## src/verilog/dcc_map.svh

```systemverilog
// Register offsets, field positions, reset values and timing counts for the
// converter clock/config block. Included by the design files only.
`ifndef DCC_MAP_SVH
`define DCC_MAP_SVH

// Register addresses on the special-function bus
`define DCC_ADDR_CFG       8'h96
`define DCC_ADDR_CTRL      8'h97

// Fields of converter_clock_config
`define DCC_CFG_SRC_SEL    0
`define DCC_CFG_SLP_FLOAT  1
`define DCC_CFG_PEAK_LVL   2
`define DCC_CFG_SYS_INV    3
`define DCC_CFG_SAR_INV_N  4
`define DCC_CFG_DIV_LO     5
`define DCC_CFG_DIV_HI     6
`define DCC_CFG_RSVD       7

// Fields of converter_control
`define DCC_CTRL_SYNC      3

// Reset values
`define DCC_CFG_RESET      8'h00
`define DCC_CTRL_RESET     8'h21

// Timing: core clock period and local oscillator period, in picoseconds
`define DCC_CORE_PERIOD_PS 20000
`define DCC_LOSC_PERIOD_PS 416667
// Longest whole number of core cycles inside one oscillator period
`define DCC_LOSC_CYCLES    (`DCC_LOSC_PERIOD_PS / `DCC_CORE_PERIOD_PS)

`endif

```

## src/verilog/dcc_pkg.sv

```systemverilog
// Types shared by the converter clock/config block.
// Assumes the map header supplies all numeric constants.
package dcc_pkg;

  typedef logic [7:0] dcc_byte_t;

  // Divide ratio code of the system clock path
  typedef enum logic [1:0]
  {
    DCC_DIV1 = 2'b00,
    DCC_DIV2 = 2'b01,
    DCC_DIV4 = 2'b10,
    DCC_DIV8 = 2'b11
  } dcc_div_e;

endpackage

```

## src/verilog/dcc_clk_div.sv

```systemverilog
// Power-of-two tick divider for the system clock path.
// Assumes clear is pulsed at a converter clock boundary by the parent.
`timescale 1ns/1ns
module dcc_clk_div
  import dcc_pkg::*;
(
  // Clock and reset
  input  wire logic     core_clk,
  input  wire logic     rst_n,
  // Control
  input  wire logic     clear,
  input  wire dcc_div_e div_code,
  // Divided tick
  output logic          tick
);

  logic [2:0] cnt;
  logic [2:0] last;

  always_comb
  begin
    unique case (div_code)
      DCC_DIV1: last = 3'h0;
      DCC_DIV2: last = 3'h1;
      DCC_DIV4: last = 3'h3;
      DCC_DIV8: last = 3'h7;
    endcase
  end

  assign tick = (cnt == last);

  always_ff @(posedge core_clk)
  begin
    if (!rst_n || clear || tick)
      cnt <= 3'h0;
    else
      cnt <= cnt + 3'h1;
  end

endmodule

```

## src/verilog/dcc_top.sv

```systemverilog
// Converter clock generation and configuration registers.
// Assumes the special-function bus and power-state inputs are on core_clk.
//
// Contract
// - Bit 0 selects the local oscillator (0) or the system clock (1).
// - With the system clock, bits 6:5 divide it by 1, 2, 4 or 8.
// - The divider field has no effect while the local oscillator runs.
// - Bit 3 sets conv_clk_inverted while the system clock is selected; the divider does not see it.
// - With sync on, bit 4 low inverts the SAR clock and high leaves it.
// - The SAR inversion bit is ignored while sync is off.
// - Bit 2 picks the lower (0) or higher (1) peak current threshold.
// - In sleep with the converter on, bit 1 low ties the rail to battery.
// - Bit 7 reads as zero and software writes it as zero.
// - With sync on, ADC tracking and SAR clock follow the switching cycle.
// - The local oscillator ticks every 20 core cycles (2.5 MHz) whenever sysclk is unused.
`timescale 1ns/1ns
`include "dcc_map.svh"
module dcc_top
  import dcc_pkg::*;
(
  // Clock and reset
  input  wire logic      core_clk,
  input  wire logic      rst_n,
  // Special-function register port
  input  wire logic [7:0] sfr_addr,
  input  wire logic       sfr_wr,
  input  wire logic       sfr_rd,
  input  wire dcc_byte_t  sfr_wdata,
  output dcc_byte_t       sfr_rdata,
  // Power state
  input  wire logic       sleep_mode,
  input  wire logic       conv_enable,
  // Converter clock
  output logic            conv_clk_tick,
  output logic            conv_clk_inverted,
  // ADC synchronisation
  output logic            sar_clk_tick,
  output logic            sar_clk_inverted,
  output logic            adc_track_start,
  // Switching stage
  output logic            peak_current_high,
  output logic            rail_tie_battery
);

  localparam logic [4:0] LOSC_LAST = 5'(`DCC_LOSC_CYCLES - 1);

  dcc_byte_t converter_clock_config;
  dcc_byte_t converter_control;
  logic      conv_clk_source_sel;
  logic      sysclk_invert;
  dcc_div_e  conv_clk_divider;
  logic [4:0] losc_cnt;
  logic      losc_tick;
  logic      sys_tick;
  logic      next_tick;
  logic      sync_on;

  assign sync_on = converter_control[`DCC_CTRL_SYNC];

  // Register writes; bit 7 of the configuration register is never stored
  always_ff @(posedge core_clk)
  begin
    if (!rst_n)
    begin
      converter_clock_config <= `DCC_CFG_RESET;
      converter_control      <= `DCC_CTRL_RESET;
    end
    else if (sfr_wr)
    begin
      if (sfr_addr == `DCC_ADDR_CFG)
        converter_clock_config <= {1'b0, sfr_wdata[6:0]};
      if (sfr_addr == `DCC_ADDR_CTRL)
        converter_control <= sfr_wdata;
    end
  end

  // Registered read data, zero for unmapped addresses
  always_ff @(posedge core_clk)
  begin
    if (!rst_n)
      sfr_rdata <= 8'h00;
    else if (sfr_rd)
    begin
      if (sfr_addr == `DCC_ADDR_CFG)
        sfr_rdata <= {1'b0, converter_clock_config[6:0]};
      else if (sfr_addr == `DCC_ADDR_CTRL)
        sfr_rdata <= converter_control;
      else
        sfr_rdata <= 8'h00;
    end
  end

  always_ff @(posedge core_clk)
  begin
    if (!rst_n || losc_tick)
      losc_cnt <= 5'h00;
    else
      losc_cnt <= losc_cnt + 5'h01;
  end

  assign losc_tick = (losc_cnt == LOSC_LAST);

  dcc_clk_div u_div
  (
    .core_clk (core_clk),
    .rst_n    (rst_n),
    .clear    (next_tick),
    .div_code (conv_clk_divider),
    .tick     (sys_tick)
  );

  assign next_tick = conv_clk_source_sel ? sys_tick : losc_tick;

  // Applied settings only move on a tick, so no runt period is produced except when switching back to the free-running local oscillator
  always_ff @(posedge core_clk)
  begin
    if (!rst_n)
    begin
      conv_clk_source_sel <= 1'b0;
      sysclk_invert       <= 1'b0;
      conv_clk_divider    <= DCC_DIV1;
    end
    else if (next_tick)
    begin
      conv_clk_source_sel <= converter_clock_config[`DCC_CFG_SRC_SEL];
      sysclk_invert       <= converter_clock_config[`DCC_CFG_SYS_INV];
      conv_clk_divider    <= dcc_div_e'(converter_clock_config[`DCC_CFG_DIV_HI:`DCC_CFG_DIV_LO]);
    end
  end

  // Converter clock outputs
  always_ff @(posedge core_clk)
  begin
    if (!rst_n)
    begin
      conv_clk_tick     <= 1'b0;
      conv_clk_inverted <= 1'b0;
    end
    else
    begin
      conv_clk_tick     <= next_tick;
      conv_clk_inverted <= conv_clk_source_sel & sysclk_invert;
    end
  end

  // SAR clock and tracking follow the switching cycle only under sync
  always_ff @(posedge core_clk)
  begin
    if (!rst_n)
    begin
      sar_clk_tick     <= 1'b0;
      sar_clk_inverted <= 1'b0;
      adc_track_start  <= 1'b0;
    end
    else
    begin
      sar_clk_tick     <= sync_on & next_tick;
      adc_track_start  <= sync_on & next_tick;
      sar_clk_inverted <= sync_on & ~converter_clock_config[`DCC_CFG_SAR_INV_N];
    end
  end

  // Switching stage controls
  always_ff @(posedge core_clk)
  begin
    if (!rst_n)
    begin
      peak_current_high <= 1'b0;
      rail_tie_battery  <= 1'b0;
    end
    else
    begin
      peak_current_high <= converter_clock_config[`DCC_CFG_PEAK_LVL];
      rail_tie_battery  <= sleep_mode & conv_enable
                           & ~converter_clock_config[`DCC_CFG_SLP_FLOAT];
    end
  end
endmodule
```

## config.mk

```make
export PLATFORM = sky130hd
export DESIGN_NAME = dcc_top
export DESIGN_NICKNAME = d
export VERILOG_FILES = /design/src/verilog/dcc_pkg.sv /design/src/verilog/dcc_clk_div.sv /design/src/verilog/dcc_top.sv
export VERILOG_INCLUDE_DIRS = /design/src /design/src/verilog
export SDC_FILE = /design/constraint.sdc
export NUM_CORES = 1
export LEC_CHECK = 0
export BUFFER_PORTS_ARGS = -buffer_cell sky130_fd_sc_hd__buf_2
export CELL_PAD_IN_SITES_DETAIL_PLACEMENT = 2
export CELL_PAD_IN_SITES_GLOBAL_PLACEMENT = 2
export CORE_UTILIZATION = 33
export DETAILED_ROUTE_END_ITERATION = 6
export PLACE_DENSITY_LB_ADDON = 0.15
export SYNTH_ARGS = -nofsm -noshare
export SYNTH_HDL_FRONTEND = slang
export SYNTH_SLANG_ARGS = --single-unit
```

## constraint.sdc

```tcl
create_clock -name core_clk -period 2 [get_ports core_clk]
set_clock_uncertainty 0.2 [all_clocks]
set_input_delay 0.3 -clock core_clk [delete_from_list [all_inputs] [get_ports core_clk]]
set_output_delay 0.3 -clock core_clk [all_outputs]
set_load 0.02 [all_outputs]
```

; After elaboration in Yosys (flattened, before gate mapping)
; Cells that the tools add are included.
[word_totals]
reg_bits = 41
input_bits = 22
out_inout_bits = 15
[classes]
addsub = 2
n_eq_ne = 7
mux = 4
bitwise = 7
reduce_logical = 7
[ops]
columns = cell, count
row1 = "8-bit == test, second input constant", 2
row2 = 8-bit 2-to-1 mux, 2
row3 = 3-bit one-hot mux with 4 select lines, 1
row4 = "5-bit by 1-bit adder with 5-bit output, second input constant", 1
row5 = 1-bit bitwise AND, 5
row6 = "5-bit == test, second input constant", 1
row7 = "2-bit == test, second input constant", 2
row8 = 2-bit AND reduction, 2
row9 = "3-bit by 1-bit adder with 3-bit output, second input constant", 1
row10 = 3-bit == test, 1
row11 = 1-bit logical OR, 3
row12 = "2-bit by 1-bit == test with 1-bit output, second input constant", 1
row13 = 2-bit logical NOT, 1
row14 = 1-bit inverter, 2
row15 = 1-bit logical NOT, 1
row16 = 1-bit 2-to-1 mux, 1

; Longest topological paths before layout
[logic_depth]
word_depth = 6
depth_mapped = 5
depth_no_buf = 5

; Cells and area by module
; A second synthesis with hierarchy kept.
[unflattened]
cells_unflattened = 175
area_unflattened_um2 = 1769.2
[modules_own_cells]
columns = mod, instances, cells_per_inst, area_each_um2, seq_area_each_um2
row1 = dcc_top, 1, 159, 1601.5, 760.7
row2 = dcc_clk_div, 1, 16, 167.7, 60.1

; Worst setup path after synthesis
; Ideal clock, no wire load.
[synth_path]
path_type = register to register
startpoint = reg losc_cnt[0]
endpoint = reg conv_clk_divider[0]
t_arrival_ps = 1353
required_ps = 1728
path_slack_ps = 375
path_stages_with_launch = 6
n_path_buf = 0
synth_period_minus_slack_ps = 1625
path_cell_list = dfxtp_1 -> ha_1 -> and4bb_2 -> nor2_1 -> a21oi_1 -> mux2i_1
[synth_between]
elab_chain_len = 2
[synth_lines]
columns = element, line_no
row1 = "start, declared", dcc_top.sv:52  ; logic [4:0] losc_cnt;
row2 = "start signal, assigned", dcc_top.sv:98  ; losc_cnt <= losc_cnt + 5'h01;
row3 = 5-bit == test, dcc_top.sv:101  ; assign losc_tick = (losc_cnt == LOSC_LAST);
row4 = 1-bit 2-to-1 mux, dcc_top.sv:112  ; assign next_tick = conv_clk_source_sel ? sys_tick : losc_tick;
row5 = "end signal, assigned", dcc_top.sv:127  ; conv_clk_divider <= dcc_div_e'(converter_clock_config[`DCC_CFG_DIV_HI:`DCC_CFG_DIV_LO]);
row6 = "end, declared", dcc_top.sv:51  ; dcc_div_e conv_clk_divider;
; Every way passes these cells.
; A chain may end at the register's enable or synchronous reset.

; Worst setup path after layout
[layout_path]
startpoint = reg losc_cnt[0]
endpoint = reg u_div.cnt[2]
[layout_between]
elab_chain_len = 4
[layout_lines]
columns = element, line_no
row1 = 5-bit == test, dcc_top.sv:101
row2 = 1-bit 2-to-1 mux, dcc_top.sv:112
row3 = 1-bit logical OR (2 in series), dcc_clk_div.sv:34  ; if (!rst_n || clear || tick)
row4 = "end signal, assigned", dcc_clk_div.sv:37  ; cnt <= cnt + 3'h1;
row5 = "end, declared", dcc_clk_div.sv:17  ; logic [2:0] cnt;
; Every way passes these cells.

==> run summary <==
Status - finished clean
Total grt overflow - 0
Avg Inst Size Synth - 10.0 um^2
Nets@finish - 236
# setup viols final - 0
Number of remaining DRC errors - 0
Commonest cells after routing, fill and taps aside - dfxtp_1, buf_2, nor2b_1
Top Ports - 37
Number of global-route vias before repair - 1,545
CP peak stage delay - 340 ps
Final Hold Vio Count - 0
Synth Warn # - 0
Biggest area consumer among synthesized cells - dfxtp_1
Clock root cell - clkbuf_8
Cell variety after synth - 30
Simple-gate share of the synthesized area - 26.3%
Leakage - 0.910 nW
Commonest non-fill, non-tap cell in the layout - dfxtp_1
Pwr/cell area - 756 nW/um^2
Post-DR wirelength/cell - 16.4 um
Vias after detailed routing - 1,387
Mux cell area share after synthesis - 10.4%
Die footprint - 5520 um^2
Crit path time final - 1830 ps
Num rows - 25
Total track usage - 18.8%
Worst-path cell chain - ha_1 > and4bb_2 > a22oi_1 > a21boi_0 > and3_1
# Post-CTS Setup Buffers - 0
Clk_lat worst skew - 290 ps
Sequential-to-total area share from yosys stat - 47.6%
Vias per cell - 4.95
Layout Area Growth over Synthesis - 22.1%
Nature of the critical path startpoint - flip-flop
Largest net degree at the start of global routing - 43
Cell Area, Synth - 1720 um^2
Remaining antenna violation count - 0
#FFs+latches synth - 41
H-tree levels - 2
Post-Syn Nets - 196
Setup TNS - 0 ps
Xor/xnor share of the synthesized area - 2.03%
Post-DP HPWL - 3310 um
RePlAce Congestion - 0.766
Chip Width - 74.3 um
Worst-margin pin slew - 630 ps
RSZ-0062 raised after global routing - no
WP data arrival - 1870 ps
Initial Util - 35.3%
Hold crit path type - primary input to flip-flop
Starting DRC count in detailed routing - 29
Die Y - 74.3 um
Crit path max-delay family - compound AO/OA/AOI/OAI gates
Share of cells above drive strength 1 - 24.4%
Crit path buf inv count - 0
Core ar. - 4880 um^2
Antenna Cells - 0
Worst-path clk slew - 80 ps
Reg2reg setup slack - 170 ps
TritonCTS clock tree - yes
Clock Tree Buf Depth - 2
Cts bufs inserted - 5
CP Data Required Time - 2040 ps
Top cell type's share of synthesized area - 47.6%
Setup Crit Path Kind - flip-flop to flip-flop
Max Fclk - 548 MHz
# port buffers - 36
Largest family of logic cells by synthesized area - simple AND/OR/NAND/NOR gates
Synthesized instance count - 172
Worst slew margin - 58.0%
Drt first pass iters - 4
Post-synthesis compound-gate area fraction - 9.51%
VDD IR-drop max - 379 uV
Initial antenna violation count - 0
First-pass GRT wire length - 7480 um
Clk sink count - 41
Worst Setup End Kind - flip-flop
Post-CTS resize count - 0
Routed WL - 4600 um
Hold slack - 66.8 ps
Fin crit share - 91.3%
Fin. max-slew vios - 0
Dominant cells by area after synthesis - dfxtp_1, mux2i_1, nor2b_1
CP max-delay cell - dfxtp_1
Max Cap Viol - 0
Synth Area in Adders - 1.45%
CTS hold repair buffers - 0
Crit path max fanout - 4
final timing paths:
kind,from,end,cells after the start
worst max-delay path,losc_cnt[0],u_div.cnt[2],5
worst min-delay path,sfr_wdata[5],converter_control[5],3
worst max register to register,losc_cnt[0],u_div.cnt[2],5
worst min register to register,converter_clock_config[4],sar_clk_inverted,1
synth_stat cells:
cell type,instances
a22oi_1,1
nor2_1,6
a41oi_1,1
nand4bb_4,1
dfxtp_1,41
nand3b_1,2
xor2_1,1
nand2_1,10
a21oi_1,11
and3_1,4
nand4_2,1
a21boi_0,9
mux2i_1,18
clkbuf_1,6
nand3_1,8
nor3_1,2
o21ai_0,3
and3b_1,2
and4_1,1
nor2b_1,23
ha_1,2
and4b_1,1
xnor2_1,3
a32o_1,1
buf_4,1
and4bb_2,2
nor4_4,1
inv_1,4
nand2b_1,2
and2_1,4
flip-flops by register name (all words and copies together), names as in the netlist, 2 cells and up:
register / count
sfr_rdata: 8
converter_clock_config: 7
conv_clk_divider: 2
losc_cnt: 5
converter_control: 8
u_div.cnt: 3
through the flow:
step                area [um^2]  setup WS (ps)  total power, mW  instances  utilization, %
finish                     2100            174             1.59        280            43.1
global route               2100           50.4             1.66        280            43.1
CTS                        2100            127             1.62        280            43.1
detailed placement         1990            179            0.924        272            40.7
global placement           1990            316            0.919        272            40.7
floorplan                  1720            375            0.882        172               -
logic make-up after synthesis:
kind of cell             Yosys count
AO/OA/AOI/OAI                     26
multiplexers                      18
AND/OR/NAND/NOR                   70
XOR/XNOR                           4
buffers and inverters             11
adder cells (fa/ha/maj)            2
flip-flops                        41
cell type report:
| cell class | instances | area [um^2] |
|---|---|---|
| multi-input cells | 120 | 858 |
| fillers | 542 | 2780 |
| clock buffers | 7 | 86.3 |
| well taps | 67 | 83.8 |
| inverters | 4 | 15.0 |
| flip-flops and latches | 41 | 821 |
| repair buffers | 40 | 210 |
| clock inverters | 1 | 30.0 |
where the power goes:
part	switching [mW]	internal, mW	total, mW	leakage, nW
sequential	0.00529	0.822	0.827	0.331
combinational	0.0422	0.0358	0.0780	0.520
clock	0.280	0.407	0.687	0.0585
total	0.327	1.26	1.59	0.910
per-layer routing:
metal	GRT usage (%)	up-vias	wire, um
li1	-	676	-
met1	20.3	680	1960
met2	34.8	27	2410
met3	5.01	4	174
met4	7.55	0	58
met5	0	-	0
worst register-to-register path, delay by kind of cell, from the launching register on:
family          cells  cell delay (ps)
compound gates      2              530
fa+ha+maj           1              250
flops               1              340
simple gates        2              460
(Power assumes the default switching activity.)
